<file path="src/pas_defs.vh">
// constants for the auxiliary status and page select register block
//
// Operation
// - bit 15 mirrors negotiation complete flag
// - bit 14 set while negotiation is disabled
// - bit 13 no crossover, valid after lock with pair swap correction enabled
// - bit 12 pairs c/d swapped, valid after negotiation
// - bits 11:10 pair a/b polarity, 1 not inverted
// - bits 9:8 pair c/d polarity, gigabit only
// - bits 7,2 link-loss timeout, 1 to 4 s
// - bit 6 power-save enable, sticky field
// - bit 5 resolved duplex, 1 full
// - bits 4:3 resolved speed code
// - page field selects window 0x10 to 0x1E
// - page change replaces whole window
// - mirrors reset like their source fields
// - energy detect raises link change event while power save is on
`ifndef PAS_DEFS_VH
`define PAS_DEFS_VH

// management bus widths and addresses
`define PAS_ADDR_W 5
`define PAS_DATA_W 16
`define PAS_ADDR_AUX 5'h1C
`define PAS_ADDR_PAGE 5'h1F
`define PAS_WIN_FIRST 5'h10
`define PAS_WIN_LAST 5'h1E

// auxiliary register fields
`define PAS_BIT_NEG_DONE 15
`define PAS_BIT_NEG_OFF 14
`define PAS_BIT_NO_XOVER 13
`define PAS_BIT_CD_SWAP 12
`define PAS_BIT_POL_A 11
`define PAS_BIT_POL_B 10
`define PAS_BIT_POL_C 9
`define PAS_BIT_POL_D 8
`define PAS_BIT_TMR_HI 7
`define PAS_BIT_PS_ENA 6
`define PAS_BIT_DUPLEX 5
`define PAS_BIT_SPEED_HI 4
`define PAS_BIT_SPEED_LO 3
`define PAS_BIT_TMR_LO 2

// reset values
`define PAS_RST_TMR_HI 1'h0
`define PAS_RST_TMR_LO 1'h1
`define PAS_RST_PS_ENA 1'h0
`define PAS_RST_PAGE 5'h00

// page codes and the gigabit speed code
`define PAS_PAGE_STD 5'h00
`define PAS_PAGE_EXT1 5'h01
`define PAS_PAGE_EXT2 5'h02
`define PAS_PAGE_GP 5'h10
`define PAS_SPEED_GIG 2'h2

// timing
`define PAS_TIMER_UNIT_MS 1000
`define PAS_CLK_PERIOD_NS 100
`define PAS_TICKS_PER_UNIT ((`PAS_TIMER_UNIT_MS * 1000000) / `PAS_CLK_PERIOD_NS)

`endif

</file>
<file path="src/pas_aux_page.v">
// auxiliary control/status word and page select with paged window
`timescale 1ns/100ps
`include "pas_defs.vh"
module pas_aux_page #(
  parameter TICKS_PER_UNIT = `PAS_TICKS_PER_UNIT,
  parameter [14:0] EXT1_DEFINED = 15'h6074,
  parameter [14:0] EXT2_DEFINED = 15'h7FFF,
  parameter [14:0] GP_DEFINED = 15'h7FFF
) (
  input wire clk_sys,
  input wire sys_rst,
  input wire soft_rst,
  input wire sticky_reset_control,
  input wire [4:0] mgmt_addr,
  input wire [15:0] mgmt_wdata,
  input wire mgmt_wr,
  input wire mgmt_rd,
  output wire [15:0] mgmt_rdata,
  input wire negotiation_complete,
  input wire negotiation_enable_control,
  input wire descrambler_lock_flag,
  input wire pair_swap_correction_enable,
  input wire crossover_absent,
  input wire pairs_cd_swapped,
  input wire [3:0] pair_polarity_inverted,
  input wire resolved_duplex_in,
  input wire [1:0] resolved_speed_in,
  input wire link_status,
  input wire energy_detect,
  output reg [4:0] page_select,
  output reg link_loss_power_save_enable,
  output wire [1:0] link_loss_timer_code,
  output wire low_power_state,
  output reg link_state_change_event
);

  // window slots for pages held in the backing memory
  localparam SLOT_EXT1 = 2'h0;
  localparam SLOT_EXT2 = 2'h1;
  localparam SLOT_GP = 2'h2;
  localparam SLOT_NONE = 2'h3;

  // writable fields of the auxiliary word
  reg link_loss_timer_high;
  reg link_loss_timer_low;

  // sampled status sources
  reg no_crossover_flag;
  reg pairs_cd_swapped_flag;
  reg pair_a_polarity_flag;
  reg pair_b_polarity_flag;
  reg pair_c_polarity_flag;
  reg pair_d_polarity_flag;
  reg resolved_duplex;
  reg [1:0] resolved_speed;

  // edge detection for the link change event
  reg link_prev;
  reg energy_prev;

  // combinational decode results
  wire negotiation_done_mirror;
  wire negotiation_disabled_flag;
  wire xover_valid;
  wire neg_valid;
  wire gig_valid;
  wire in_window;
  wire [3:0] win_offset;
  wire [1:0] cur_slot;
  wire win_defined;
  wire [5:0] mem_addr;
  wire mem_wr;
  wire mem_rd_sel;
  reg [15:0] aux_word;
  reg [15:0] local_rdata;
  wire aux_wr;
  wire page_wr;
  wire aux_rd_sel;
  wire link_toggle;
  wire energy_rise;
  wire [3:0] pair_pol_flags;
  wire [3:0] pair_pol_valid;
  wire [3:0] pair_pol_shown;

  // next values of the control registers and the event pulse
  reg next_link_loss_timer_high;
  reg next_link_loss_timer_low;
  reg next_link_loss_power_save_enable;
  reg [4:0] next_page_select;
  reg next_link_state_change_event;

  // map a page code onto a backing memory slot
  function [1:0] page_slot;
    input [4:0] page;
    begin
      if (page == `PAS_PAGE_EXT1) begin
        page_slot = SLOT_EXT1;
      end else if (page == `PAS_PAGE_EXT2) begin
        page_slot = SLOT_EXT2;
      end else if (page == `PAS_PAGE_GP) begin
        page_slot = SLOT_GP;
      end else begin
        page_slot = SLOT_NONE;
      end
    end
  endfunction

  // true when a window offset exists on the given slot
  function slot_defines;
    input [1:0] slot;
    input [3:0] off;
    begin
      if (off == 4'hF) begin
        slot_defines = 1'b0;
      end else if (slot == SLOT_EXT1) begin
        slot_defines = EXT1_DEFINED[off];
      end else if (slot == SLOT_EXT2) begin
        slot_defines = EXT2_DEFINED[off];
      end else if (slot == SLOT_GP) begin
        slot_defines = GP_DEFINED[off];
      end else begin
        slot_defines = 1'b0;
      end
    end
  endfunction

  // true when the aux word is mapped at this address and page
  function aux_mapped;
    input [4:0] addr;
    input [4:0] page;
    begin
      if (addr == `PAS_ADDR_AUX && page == `PAS_PAGE_STD) begin
        aux_mapped = 1'b1;
      end else begin
        aux_mapped = 1'b0;
      end
    end
  endfunction

  // mirror and negation straight from their sources
  assign negotiation_done_mirror = negotiation_complete;
  assign negotiation_disabled_flag = ~negotiation_enable_control;

  // validity windows of the reported pair conditions
  assign xover_valid = descrambler_lock_flag &
                       pair_swap_correction_enable;
  assign neg_valid = negotiation_complete;
  assign gig_valid = negotiation_complete &
                     (resolved_speed == `PAS_SPEED_GIG);

  // paged window decode, driven by the address and the current page
  assign in_window = (mgmt_addr >= `PAS_WIN_FIRST) &&
                     (mgmt_addr <= `PAS_WIN_LAST);
  assign win_offset = mgmt_addr[3:0];
  assign cur_slot = page_slot(page_select);
  assign win_defined = in_window &&
                       slot_defines(cur_slot, win_offset);
  assign mem_addr = {cur_slot, win_offset};
  assign mem_wr = mgmt_wr & win_defined;
  assign mem_rd_sel = win_defined;

  // register strobes, decoded once for every field they load
  assign aux_wr = mgmt_wr & aux_mapped(mgmt_addr, page_select);
  assign page_wr = mgmt_wr & (mgmt_addr == `PAS_ADDR_PAGE);
  assign aux_rd_sel = aux_mapped(mgmt_addr, page_select);

  // per pair polarity report, shown only while it is valid
  assign pair_pol_flags = {pair_d_polarity_flag, pair_c_polarity_flag,
                           pair_b_polarity_flag, pair_a_polarity_flag};
  assign pair_pol_valid = {gig_valid, gig_valid, neg_valid, neg_valid};
  genvar pp;
  generate
    for (pp = 0; pp < 4; pp = pp + 1) begin : pol_show
      assign pair_pol_shown[pp] = pair_pol_flags[pp] &
                                  pair_pol_valid[pp];
    end
  endgenerate

  assign link_loss_timer_code = {link_loss_timer_high,
                                 link_loss_timer_low};

  // sample the status inputs; reset values equal the sources' defaults
  always @(posedge clk_sys) begin
    if (sys_rst) begin
      no_crossover_flag <= 1'b0;
      pairs_cd_swapped_flag <= 1'b0;
      pair_a_polarity_flag <= 1'b0;
      pair_b_polarity_flag <= 1'b0;
      pair_c_polarity_flag <= 1'b0;
      pair_d_polarity_flag <= 1'b0;
      resolved_duplex <= 1'b0;
      resolved_speed <= 2'h0;
    end else begin
      no_crossover_flag <= crossover_absent;
      pairs_cd_swapped_flag <= pairs_cd_swapped;
      // one means not inverted on the pair
      pair_a_polarity_flag <= ~pair_polarity_inverted[0];
      pair_b_polarity_flag <= ~pair_polarity_inverted[1];
      pair_c_polarity_flag <= ~pair_polarity_inverted[2];
      pair_d_polarity_flag <= ~pair_polarity_inverted[3];
      resolved_duplex <= resolved_duplex_in;
      resolved_speed <= resolved_speed_in;
    end
  end

  // next timer bits: soft reset restores the default code
  always @* begin
    next_link_loss_timer_high = link_loss_timer_high;
    next_link_loss_timer_low = link_loss_timer_low;
    if (soft_rst) begin
      next_link_loss_timer_high = `PAS_RST_TMR_HI;
      next_link_loss_timer_low = `PAS_RST_TMR_LO;
    end else if (aux_wr) begin
      next_link_loss_timer_high = mgmt_wdata[`PAS_BIT_TMR_HI];
      next_link_loss_timer_low = mgmt_wdata[`PAS_BIT_TMR_LO];
    end
  end

  // next sticky enable: soft reset clears it only when allowed
  always @* begin
    next_link_loss_power_save_enable = link_loss_power_save_enable;
    if (soft_rst) begin
      if (sticky_reset_control) begin
        next_link_loss_power_save_enable = `PAS_RST_PS_ENA;
      end
    end else if (aux_wr) begin
      next_link_loss_power_save_enable = mgmt_wdata[`PAS_BIT_PS_ENA];
    end
  end

  // next page: any five-bit code is kept, bits above are dropped
  always @* begin
    next_page_select = page_select;
    if (soft_rst) begin
      next_page_select = `PAS_RST_PAGE;
    end else if (page_wr) begin
      next_page_select = mgmt_wdata[4:0];
    end
  end

  // control registers; system reset restores every default
  always @(posedge clk_sys) begin
    if (sys_rst) begin
      link_loss_timer_high <= `PAS_RST_TMR_HI;
      link_loss_timer_low <= `PAS_RST_TMR_LO;
      link_loss_power_save_enable <= `PAS_RST_PS_ENA;
      page_select <= `PAS_RST_PAGE;
    end else begin
      link_loss_timer_high <= next_link_loss_timer_high;
      link_loss_timer_low <= next_link_loss_timer_low;
      link_loss_power_save_enable <= next_link_loss_power_save_enable;
      page_select <= next_page_select;
    end
  end

  // assemble the auxiliary word; invalid pair fields read default
  always @* begin
    aux_word = 16'h0000;
    aux_word[`PAS_BIT_NEG_DONE] = negotiation_done_mirror;
    aux_word[`PAS_BIT_NEG_OFF] = negotiation_disabled_flag;
    aux_word[`PAS_BIT_NO_XOVER] = no_crossover_flag &
                                  xover_valid;
    aux_word[`PAS_BIT_CD_SWAP] = pairs_cd_swapped_flag &
                                 neg_valid;
    aux_word[`PAS_BIT_POL_A] = pair_pol_shown[0];
    aux_word[`PAS_BIT_POL_B] = pair_pol_shown[1];
    aux_word[`PAS_BIT_POL_C] = pair_pol_shown[2];
    aux_word[`PAS_BIT_POL_D] = pair_pol_shown[3];
    aux_word[`PAS_BIT_TMR_HI] = link_loss_timer_high;
    aux_word[`PAS_BIT_PS_ENA] = link_loss_power_save_enable;
    aux_word[`PAS_BIT_DUPLEX] = resolved_duplex;
    aux_word[`PAS_BIT_SPEED_HI] = resolved_speed[1];
    aux_word[`PAS_BIT_SPEED_LO] = resolved_speed[0];
    aux_word[`PAS_BIT_TMR_LO] = link_loss_timer_low;
  end

  // read decode for words not held in the backing memory
  always @* begin
    local_rdata = 16'h0000;
    if (mgmt_addr == `PAS_ADDR_PAGE) begin
      local_rdata = {11'h000, page_select};
    end else if (aux_rd_sel) begin
      local_rdata = aux_word;
    end else begin
      local_rdata = 16'h0000;
    end
  end

  // backing words of the extended pages and the read data register
  pas_page_mem #(
    .ADDR_W(6),
    .DATA_W(16),
    .DEPTH(48)
  ) u_mem (
    .clk_sys(clk_sys),
    .sys_rst(sys_rst),
    .wr_en(mem_wr),
    .wr_addr(mem_addr),
    .wr_data(mgmt_wdata),
    .rd_en(mgmt_rd),
    .rd_from_mem(mem_rd_sel),
    .rd_addr(mem_addr),
    .rd_bypass(local_rdata),
    .rd_data(mgmt_rdata)
  );

  // link-loss timeout into low power
  pas_link_timer #(
    .TICKS_PER_UNIT(TICKS_PER_UNIT),
    .PRE_W(24)
  ) u_timer (
    .clk_sys(clk_sys),
    .sys_rst(sys_rst),
    .enable(link_loss_power_save_enable),
    .timeout_code(link_loss_timer_code),
    .link_status(link_status),
    .energy_detect(energy_detect),
    .low_power_state(low_power_state)
  );

  // edges of the link level and of energy on the media
  assign link_toggle = link_status ^ link_prev;
  assign energy_rise = energy_detect & ~energy_prev;

  // link change pulse; energy counts only while power save is on
  always @* begin
    next_link_state_change_event = link_toggle;
    if (link_loss_power_save_enable && energy_rise) begin
      next_link_state_change_event = 1'b1;
    end
  end

  // event register and edge history
  always @(posedge clk_sys) begin
    if (sys_rst) begin
      link_prev <= 1'b0;
      energy_prev <= 1'b0;
      link_state_change_event <= 1'b0;
    end else begin
      link_prev <= link_status;
      energy_prev <= energy_detect;
      link_state_change_event <= next_link_state_change_event;
    end
  end

endmodule

</file>
<file path="src/pas_link_timer.v">
// link-loss timer that moves the port into low power
`timescale 1ns/100ps
module pas_link_timer #(
  parameter TICKS_PER_UNIT = 10000000,
  parameter PRE_W = 24
) (
  input wire clk_sys,
  input wire sys_rst,
  input wire enable,
  input wire [1:0] timeout_code,
  input wire link_status,
  input wire energy_detect,
  output reg low_power_state
);

  reg [PRE_W-1:0] prescale;
  reg [2:0] units;
  wire unit_tick;
  wire counting;

  assign unit_tick = (prescale == TICKS_PER_UNIT[PRE_W-1:0] - 1'b1);
  assign counting = enable & ~link_status & ~low_power_state;

  // count whole units while the link is lost
  always @(posedge clk_sys) begin
    if (sys_rst || !counting) begin
      prescale <= {PRE_W{1'b0}};
      units <= 3'h0;
    end else if (unit_tick) begin
      prescale <= {PRE_W{1'b0}};
      units <= units + 3'h1;
    end else begin
      prescale <= prescale + 1'b1;
    end
  end

  // enter low power after code+1 units, leave on energy or link
  always @(posedge clk_sys) begin
    if (sys_rst || !enable || link_status) begin
      low_power_state <= 1'b0;
    end else if (low_power_state && energy_detect) begin
      low_power_state <= 1'b0;
    end else if (counting && unit_tick &&
                 units == {1'b0, timeout_code}) begin
      low_power_state <= 1'b1;
    end
  end

endmodule

</file>
<file path="src/pas_page_mem.v">
// backing words for the extended pages with a registered read port
`timescale 1ns/100ps
module pas_page_mem #(
  parameter ADDR_W = 6,
  parameter DATA_W = 16,
  parameter DEPTH = 48
) (
  input wire clk_sys,
  input wire sys_rst,
  input wire wr_en,
  input wire [ADDR_W-1:0] wr_addr,
  input wire [DATA_W-1:0] wr_data,
  input wire rd_en,
  input wire rd_from_mem,
  input wire [ADDR_W-1:0] rd_addr,
  input wire [DATA_W-1:0] rd_bypass,
  output reg [DATA_W-1:0] rd_data
);

  reg [DATA_W-1:0] mem [0:DEPTH-1];

  // storage write
  always @(posedge clk_sys) begin
    if (wr_en) begin
      mem[wr_addr] <= wr_data;
    end
  end

  // read data register, updated only on a read strobe
  always @(posedge clk_sys) begin
    if (sys_rst) begin
      rd_data <= {DATA_W{1'b0}};
    end else if (rd_en) begin
      rd_data <= rd_from_mem ? mem[rd_addr] : rd_bypass;
    end
  end

endmodule

</file>
<file path="config.mk">
export PLATFORM = sky130hd
export DESIGN_NAME = pas_aux_page
export DESIGN_NICKNAME = d
export VERILOG_FILES = /design/src/pas_aux_page.v /design/src/pas_link_timer.v /design/src/pas_page_mem.v
export VERILOG_INCLUDE_DIRS = /design/src
export SDC_FILE = /design/constraint.sdc
export NUM_CORES = 1
export LEC_CHECK = 0
export BUFFER_PORTS_ARGS = -buffer_cell sky130_fd_sc_hd__buf_2
export CAP_MARGIN = 30
export CELL_PAD_IN_SITES_DETAIL_PLACEMENT = 0
export CELL_PAD_IN_SITES_GLOBAL_PLACEMENT = 1
export CORE_MARGIN = 8
export CORE_UTILIZATION = 30
export DETAILED_ROUTE_END_ITERATION = 7
export PLACE_DENSITY_LB_ADDON = 0.12
export SLEW_MARGIN = 5
export SYNTH_ARGS = -nofsm -noshare
export SYNTH_HDL_FRONTEND = slang
export SYNTH_SLANG_ARGS = --single-unit
</file>
<file path="constraint.sdc">
create_clock -name clk_sys -period 9.8 [get_ports clk_sys]
set_clock_uncertainty 0.15 [all_clocks]
set_input_delay 0 -clock clk_sys [delete_from_list [all_inputs] [get_ports clk_sys]]
set_output_delay 0 -clock clk_sys [all_outputs]
set_load 0.03 [all_outputs]
</file>
[Word-level counts from Yosys, hierarchy flattened]
Memory sizes are Yosys's and may differ from the RTL's.
Index checks and enable logic that the tools add are counted.
W data, S select, Z words.
Operators by class
  multiplexer cells: 19
  reductions and logical operators: 19
  order comparisons: 3
  bitwise gates (word level): 23
  add/sub/neg operators: 2
  equal/unequal tests: 12
Operator list (count)
  $mux W16: 3
  $add A24 B1 Y24 const B: 1
  $eq A24 B24 Y1 const B: 1
  $eq A5 B5 Y1 const B: 3
  $and A1 B1 Y1: 14
  $mux W1: 14
  $not A1 Y1: 8
  $logic_and A1 B1 Y1: 7
  $reduce_or A2 Y1: 3
  $eq A5 B1 Y1 const B: 1
  $eq A5 B2 Y1 const B: 1
  $ge A5 B5 Y1 const B: 1
  $le A5 B5 Y1 const B: 1
  $logic_not A5 Y1: 1
  $lt A4 B5 Y1 const B: 1
  $eq A2 B2 Y1 const B: 2
  $eq A4 B4 Y1 const B: 1
  $mux W2: 2
  $add A3 B1 Y3 const B: 1
  $eq A3 B2 Y1: 1
  $logic_or A1 B1 Y1: 3
  $eq A2 B1 Y1 const B: 1
  $logic_not A1 Y1: 2
  $logic_not A2 Y1: 1
  other kinds (4): 4
Word-level totals
  bits in read-only memories: 32
  memories: 3
  memory bits (writable): 768
  register bits: 64
  output and inout bits: 26
Memories
  u_mem.mem: depth 48, width 16, rd ports 1, clocked after memory_dff 0, wr ports 1, RTL line pas_page_mem.v:20  | reg [DATA_W-1:0] mem [0:DEPTH-1];
  (no name shown): depth 16, width 1, rd ports 1, clocked after memory_dff 0, wr ports 0, RTL line pas_aux_page.v:120  | slot_defines = GP_DEFINED[off];
  (no name shown): depth 16, width 1, rd ports 1, clocked after memory_dff 0, wr ports 0, RTL line pas_aux_page.v:116  | slot_defines = EXT1_DEFINED[off];

[Depth between registers and ports, before layout]
Gate-level depths: netlist (run 1).
  depth after elaboration: 13
  depth in mapped cells: 14
  gate-level depth less buffers: 10

[Hierarchy]
From an unflattened synthesis (run 1), not the netlist that was laid out.
Unflattened totals
  cell total of the unflattened synthesis: 1774
  area total of the unflattened synthesis: 33164.3 um^2
Modules (own cells, without submodules)
  pas_page_mem: area each 30743.2 um^2, seq. area each 23382.4 um^2, times used 1, cells an instance 1507
  pas_link_timer: area each 1371.3 um^2, seq. area each 560.5 um^2, times used 1, cells an instance 156
  pas_aux_page: area each 1049.8 um^2, seq. area each 400.4 um^2, times used 1, cells an instance 111

[Least setup slack after synthesis (run 1)]
OpenSTA, ideal clock, no wires.
  kind: reg-to-reg
  start point: register page_select[0]
  end point: memory u_mem.mem[39][0] (enable)
  data required time: 9241 ps
  cell stages (with the launch flop): 12
  library setup time: 409 ps
  arrival: 3863 ps
  path buffers: 3
  clock period less this slack: 4423 ps
  setup slack: 5377 ps
  path through: dfxtp_1 clkbuf_1 xor2_1 nand2_1 clkbuf_1 buf_1 ha_1 inv_1 o21ai_0 a311oi_2 nand3_1 nor3_1
On the way
  word-level cells in the longest chain between the ends: 13
RTL lines
  start, declared: RTL line pas_aux_page.v:30  | output reg [4:0] page_select,
  start signal, assigned: RTL line pas_aux_page.v:247  | page_select <= `PAS_RST_PAGE;
  start signal, assigned: RTL line pas_aux_page.v:252  | page_select <= next_page_select;
  $eq A5 B5 Y1 (no source line)
  $mux W1: RTL line pas_aux_page.v:100  | end else if (page == `PAS_PAGE_GP) begin
  $mux W2: RTL line pas_aux_page.v:98  | end else if (page == `PAS_PAGE_EXT2) begin
  $mux W2 (*): RTL line pas_aux_page.v:96  | if (page == `PAS_PAGE_EXT1) begin
  $eq A2 B2 Y1: RTL line pas_aux_page.v:119  | end else if (slot == SLOT_GP) begin
  $mux W1: RTL line pas_aux_page.v:119
  $mux W1: RTL line pas_aux_page.v:117  | end else if (slot == SLOT_EXT2) begin
  $mux W1: RTL line pas_aux_page.v:115  | end else if (slot == SLOT_EXT1) begin
  $mux W1: RTL line pas_aux_page.v:113  | if (off == 4'hF) begin
  $logic_and A1 B1 Y1: RTL line pas_aux_page.v:156  | assign win_defined = in_window &&
  $and A1 B1 Y1: RTL line pas_aux_page.v:159  | assign mem_wr = mgmt_wr & win_defined;
  $mux W1: RTL line pas_page_mem.v:24  | if (wr_en) begin
  $mux W1 (not written as such): RTL line pas_page_mem.v:25  | mem[wr_addr] <= wr_data;
  end, declared: RTL line pas_page_mem.v:20
Mark *: on every way between the ends. The rest lies on a longest branch, timed or not.

[Final worst setup path (run 1)]
  start point: register page_select[0]
  end point: memory u_mem.mem[37][14] (enable)
The elaborated chain is that of the path after synthesis.

==> impl_metrics.csv, run 1 <==
group,metric,value,unit
yosys,synth_seq_area_share,74.9,%
placed_design,dpl.hpwl,60600,µm
sta,worst_pin_slew,1.00,ns
global_routing,antenna_found_initial,3,
floorplan,die_w,345,µm
worst_setup_path,critPathKind,"register to register",
cts,clock-root-buffer,"clkbuf_16",
worst_setup_path,crit_required,9.91,ns
yosys,syn_avg_cell_area,18.9,µm²
worst_setup_path,startpoint,"page_select[0]",
yosys,netlist_area,32500,µm²
power_and_ir_drop,vdd_drop_max,0.000120,V
yosys,ys_ff_latch,832,
drt,num_vias,17500,
sta,clock.fmax,192,MHz
sta,rsz0062_at_grt,"no",
final_layout,layout.cells.most_common,"edfxtp_1",
power_and_ir_drop,p_leak,0.0128,µW
floorplan,start_util,30.3,%
final_layout,final_cell_mix,"edfxtp_1 (768), conb_1 (192), mux4_2 (159)",
final_layout,drive_gt1_share,22.1,%
job,maxCapViolations,0,
cts,cts_resized,0,
floorplan,rows,120,
sta,fin_crit,5.22,ns
placed_design,port_buffers,67,
status,status,"completed",
cts,ctsHoldBuffers,68,
drt,ant_nets,0,
yosys,synth_cell_types,77,
worst_setup_path,crit_arrival,5.33,ns
yosys,synth_cells,1715,
sta,finalHoldViolCount,0,
cts,cts_max_level,3,
final_layout,area_growth,20.0,%
final_layout,finalNetCount,2149,
cts,insertion_delay,0.67,ns
placed_design,gp_congestion,0.857,
placed_design,placed_cell_area,35300,µm²
power_and_ir_drop,power.total,7670,µW
cts,cts_tree,"yes",
drt,wl,96700,µm
global_routing,track_usage,15.9,%
floorplan,core_area,107000,µm²
global_routing,grt_max_degree,109,
hold_path,hp-class,"input pin to register",
power_and_ir_drop,powerDensity,197,nW/µm²
hold_path,hold_start,"mgmt_addr[0]",
yosys,synth_warnings,0,
floorplan,pin_count,68,
sta,timing.hold.ws,0.0431,ns
final_layout,nFillCells,10200,
floorplan,die_y,345,µm
drt,wl_per_cell,27.0,µm
cts,path_clk_slew,0.06,ns
global_routing,grt_pass1_vias,17900,
sta,drv_slew,0,
global_routing,grt_pass1_wl,137000,µm
floorplan,die_area,119000,µm²
sta,maxSlewHeadroom,33.1,%
drt,drtIter0Drc,1615,
drt,first_pass_iters,5,
worst_setup_path,endpoint_kind,"register",
yosys,async_flop_share,0,%
sta,fin_setup_tns,0,ns
worst_setup_path,critPathLaunchType,"register",
worst_setup_path,rr_startpoint,"page_select[0]",
cts,postCtsSetupRepairBufs,0,
worst_setup_path,cpPeakStageDelay,0.92,ns
drt,viasPerCell,4.89,
cts,cts_buffers,92,
worst_setup_path,cpMostUsedCell,"nand2_1",
yosys,synth_edf_count,768,
worst_setup_path,path_cells,"xor2_1 -> nand2_1 -> buf_4 -> clkinv_1 -> ha_1 -> nand3b_1 -> o21ai_0 -> a311oi_2 -> and3_1 -> nand2_1 -> nor2_2",
final_layout,fin_area,39000,µm²
sta,finalCritPeriodShare,53.2,%
cts,cts_buffer_depth,3,
drt,drc,0,
worst_setup_path,slowest_stage,"nor2_2",
worst_setup_path,worst-path-max-fanout,23,
sta,setup_viol,0,
yosys,ys.flop_type,"edfxtp_1",
cts,clock_sinks,832,
global_routing,overflow,0,
-- flip-flops by register name, indices dropped and copies added, names as in the netlist, 2 cells and up --
register / flops
resolved_speed: 2
u_timer.prescale: 24
page_select: 5
u_mem.mem: 768
u_mem.rd_data: 16
u_timer.units: 3
-- stage by stage --
step / std cells / worst slack [ns] / util, %
2_1_floorplan: 1906 / 5.38 / -
3_3_place_gp: 3324 / 4.48 / 32.8
3_5_place_dp: 3333 / 4.63 / 33.0
4_1_cts: 3564 / 4.61 / 36.2
5_1_grt: 3575 / 4.28 / 36.4
6_report: 3577 / 4.58 / 36.4
-- cells by family after synthesis --
group / synth area share (%)
DFF: 74.9
xor gates and xnor gates: 0.805
other: 0.0115
muxes: 13.5
adders and majority gates: 0.154
AOI/OAI and AO/OA: 4.21
and+or+nand+nor: 4.64
buffers and inverters: 1.76
-- final cells by class --
class                      instances  area (µm²)  share of cell area [%]
antenna                            2        5.00                  0.0128
clock buffer                     114        2430                    6.22
clock inverter                    49         387                   0.991
inverter                          10        42.5                   0.109
multi-input combinational        972        8370                    21.5
sequential                       832       24300                    62.4
tap                             1403        1760                    4.50
timing repair buffer             195        1670                    4.28
-- cell usage after synthesis (5+ instances only) --
library cell,number,area [µm²]
a2111oi_0,5,43.8
a211oi_1,7,52.6
a21oi_1,35,175
a221oi_1,10,87.6
a22oi_1,17,128
a31oi_1,10,62.6
a32oi_1,5,43.8
and2_1,5,31.3
and3_1,7,43.8
and4_1,6,52.6
buf_1,6,22.5
buf_2,36,180
buf_4,16,120
buf_6,9,101
clkbuf_1,24,90.1
dfxtp_1,64,1280
edfxtp_1,768,23100
mux2_2,24,270
mux2i_1,53,531
mux4_2,159,3580
nand2_1,99,372
nand2b_1,7,43.8
nand3_1,36,180
nand4_1,9,56.3
nor2_1,96,360
nor2b_1,14,87.6
nor3_1,17,85.1
nor4_1,7,43.8
o21ai_0,18,90.1
o221ai_1,6,52.6
o22ai_1,25,156
o31ai_1,5,37.5
xnor2_1,10,87.6
xor2_1,18,158
-- power by group --
| group | switching [µW] | internal [µW] |
|---|---|---|
| registers | 19.1 | 3950 |
| logic | 274 | 146 |
| clock network | 1400 | 1880 |
-- critical path: cells and delay by family, from the launching register on --
kind            cells  cell delay, ns
flops               1            0.54
simple gates        5            1.84
fa+ha+maj           1            0.48
xor+xnor            1            0.15
compound gates      2            0.85
buf+inv             2            0.77
-- final timing paths --
kind	endpoint	slack, ns	depth (start not counted)
max	u_mem.mem[37][14]	4.58	11
min	u_mem.rd_data[2]	0.04	4
max reg2reg	u_mem.mem[37][14]	4.58	11
min reg2reg	u_timer.prescale[0]	0.31	1
-- routing by layer --
| metal | GRT usage (%) | part of all wire (%) | up-vias |
|---|---|---|---|
| met4 | 5.62 | 3.2 | 0 |
| met2 | 25.6 | 47 | 543 |
| met3 | 3.24 | 5.9 | 126 |
| met1 | 21.2 | 44 | 9231 |
| li1 | - | - | 7581 |
| met5 | 0 | 0 | - |
Power figures use the tool's default switching activity.
==> run 2: changes to the inputs <==
==> constraint.sdc (replaced) <==
create_clock -name clk_sys -period 4.9 [get_ports clk_sys]
set_clock_uncertainty 0.15 [all_clocks]
set_input_delay 0 -clock clk_sys [delete_from_list [all_inputs] [get_ports clk_sys]]
set_output_delay 0 -clock clk_sys [all_outputs]
set_load 0.03 [all_outputs]
==> run 2 against run 1 <==
Compared with the run above:
- critical path depth decreased by 1
- largest power group unchanged
- register-to-register slack got worse by 4.0 ns
- sequential power increased by 100%
- die area unchanged
- sequential cell count unchanged
- core utilization increased by 0.44 points
- final cell count increased by 1.4%
- highest routed layer is now met5
- non-clock buffer count increased by 38
==> impl_metrics.csv, run 2 (synthesis results as in run 1) <==
group,metric,value,unit
status,status,"completed",
global_routing,grt_pass1_vias,18200,
power_and_ir_drop,p_leak,0.0131,µW
drt,first_pass_iters,6,
global_routing,track_usage,15.9,%
final_layout,drive_gt1_share,23.7,%
floorplan,core_area,107000,µm²
job,maxCapViolations,0,
placed_design,gp_congestion,0.842,
final_layout,regArea,24300,µm²
cts,clock_sinks,832,
hold_path,hp-class,"input pin to register",
worst_setup_path,worst-path-max-fanout,13,
cts,cts_max_level,3,
sta,maxSlewHeadroom,29.6,%
cts,clock-root-buffer,"clkbuf_16",
floorplan,pin_count,68,
sta,rsz0062_at_grt,"no",
sta,worst_pin_slew,1.05,ns
global_routing,antenna_found_initial,5,
floorplan,die_y,345,µm
sta,finalHoldViolCount,0,
cts,cts_tree,"yes",
final_layout,multi_input_area,8370,µm²
worst_setup_path,critPathLaunchType,"register",
final_layout,final_cell_mix,"edfxtp_1 (768), conb_1 (192), mux4_2 (159)",
drt,wl,96400,µm
drt,drc,0,
drt,drtIter0Drc,1612,
placed_design,port_buffers,67,
cts,cts_buffer_depth,3,
global_routing,overflow,0,
floorplan,die_area,119000,µm²
global_routing,grt_pass1_wl,137000,µm
worst_setup_path,crit_arrival,4.51,ns
drt,wl_per_cell,26.6,µm
power_and_ir_drop,vdd_drop_max,0.000240,V
final_layout,nFillCells,10100,
placed_design,dpl.hpwl,61000,µm
worst_setup_path,endpoint_kind,"register",
worst_setup_path,critPathKind,"register to register",
sta,setup_viol,0,
final_layout,largest_register_ffs,768,
final_layout,top_regs,"u_mem.mem: 768 flops, u_timer.prescale: 24 flops, u_mem.rd_data: 16 flops",
worst_setup_path,crit_required,5.08,ns
final_layout,finalNetCount,2189,
final_layout,regMostFlops,"u_mem.mem",
drt,viasPerCell,4.81,
sta,finalCritPeriodShare,88.3,%
final_layout,area_growth,21.5,%
floorplan,rows,120,
final_layout,layout.cells.most_common,"edfxtp_1",
sta,drv_slew,0,
power_and_ir_drop,powerDensity,401,nW/µm²
sta,timing.hold.ws,0.0794,ns
drt,num_vias,17500,
floorplan,start_util,30.3,%
cts,insertion_delay,0.65,ns
sta,fin_setup_tns,0,ns
floorplan,die_w,345,µm
sta,fin_crit,4.33,ns
drt,ant_nets,0,
cts,path_clk_slew,0.06,ns
sta,clock.fmax,231,MHz
global_routing,grt_max_degree,80,
cts,cts_buffers,94,
[run 2: cell types whose count changed in the layout (fill, tap and decap cells not counted), moves of 2 or more]
| cell | before | now |
|---|---|---|
| buf_4 | 39 | 90 |
| buf_8 | 18 | 2 |
| bufinv_16 | 5 | 9 |
| clkbuf_16 | 93 | 96 |
| clkbuf_8 | 2 | 10 |
| clkinv_2 | 15 | 11 |
| clkinvlp_4 | 1 | 4 |
| dlygate4sd3_1 | 68 | 71 |
| inv_6 | 5 | 3 |
[run 2: critical path, cell delays in order (launching register included)]
cell      delay [ns]
dfxtp_1         0.40
or3_1           0.59
or2_1           0.35
clkinv_4        0.13
ha_1            0.32
o21ai_0         0.18
a311o_1         0.38
nor3b_2         0.29
nand2_1         0.30
nor2_1          0.58
buf_4           0.33
[run 2: worst paths after layout]
kind	start	to	slack [ns]	cells after the start
setup / recovery	page_select[4]	u_mem.mem[17][1]	0.57	10
hold / removal	mgmt_addr[0]	u_mem.rd_data[2]	0.08	4
setup reg to reg	page_select[4]	u_mem.mem[17][1]	0.57	10
hold reg to reg	u_timer.prescale[0]	u_timer.prescale[0]	0.31	1
[run 2: power breakdown]
group	leakage, µW	switching, µW	internal, µW
registers	0.00757	35.8	7900
clock network	0.00151	2840	4210
logic	0.00403	529	302
[run 2: area by class of cell]
class / instances / area share [%]
antenna: 3 / 0.0190
inverter: 10 / 0.108
sequential: 832 / 61.7
clock buffer: 124 / 6.61
tap: 1403 / 4.45
timing repair buffer: 233 / 4.69
multi-input combinational: 972 / 21.2
clock inverter: 49 / 1.23
[run 2: routing by layer]
metal | vias up | part of all wire, % | track usage [%]
li1 | 7681 | - | -
met5 | - | 0.0073 | 0
met4 | 2 | 2.7 | 5.17
met3 | 133 | 6.5 | 3.33
met1 | 9131 | 44 | 21.8
met2 | 508 | 46 | 25.2
[run 2: per-stage QoR]
stage          cell area (µm²)  power [µW]  worst slack, ns  utilization [%]  cells
5_1_grt                  39500       16300            0.365             36.8   3623
3_5_place_dp             35600        8900            0.654             33.3   3379
4_1_cts                  39500       16000            0.625             36.8   3623
2_1_floorplan            33200        8490            0.477                -   1906
6_report                 39500       15800            0.574             36.8   3626
3_3_place_gp             35600        8890            0.823             33.2   3377
[run 2: repair_timing]
item / CTS / global route
setup buffers: 0 / 0
hold buffers: 71 / 0
gates resized for setup: 0 / 0
endpoints found under the hold margin: 809 / 0
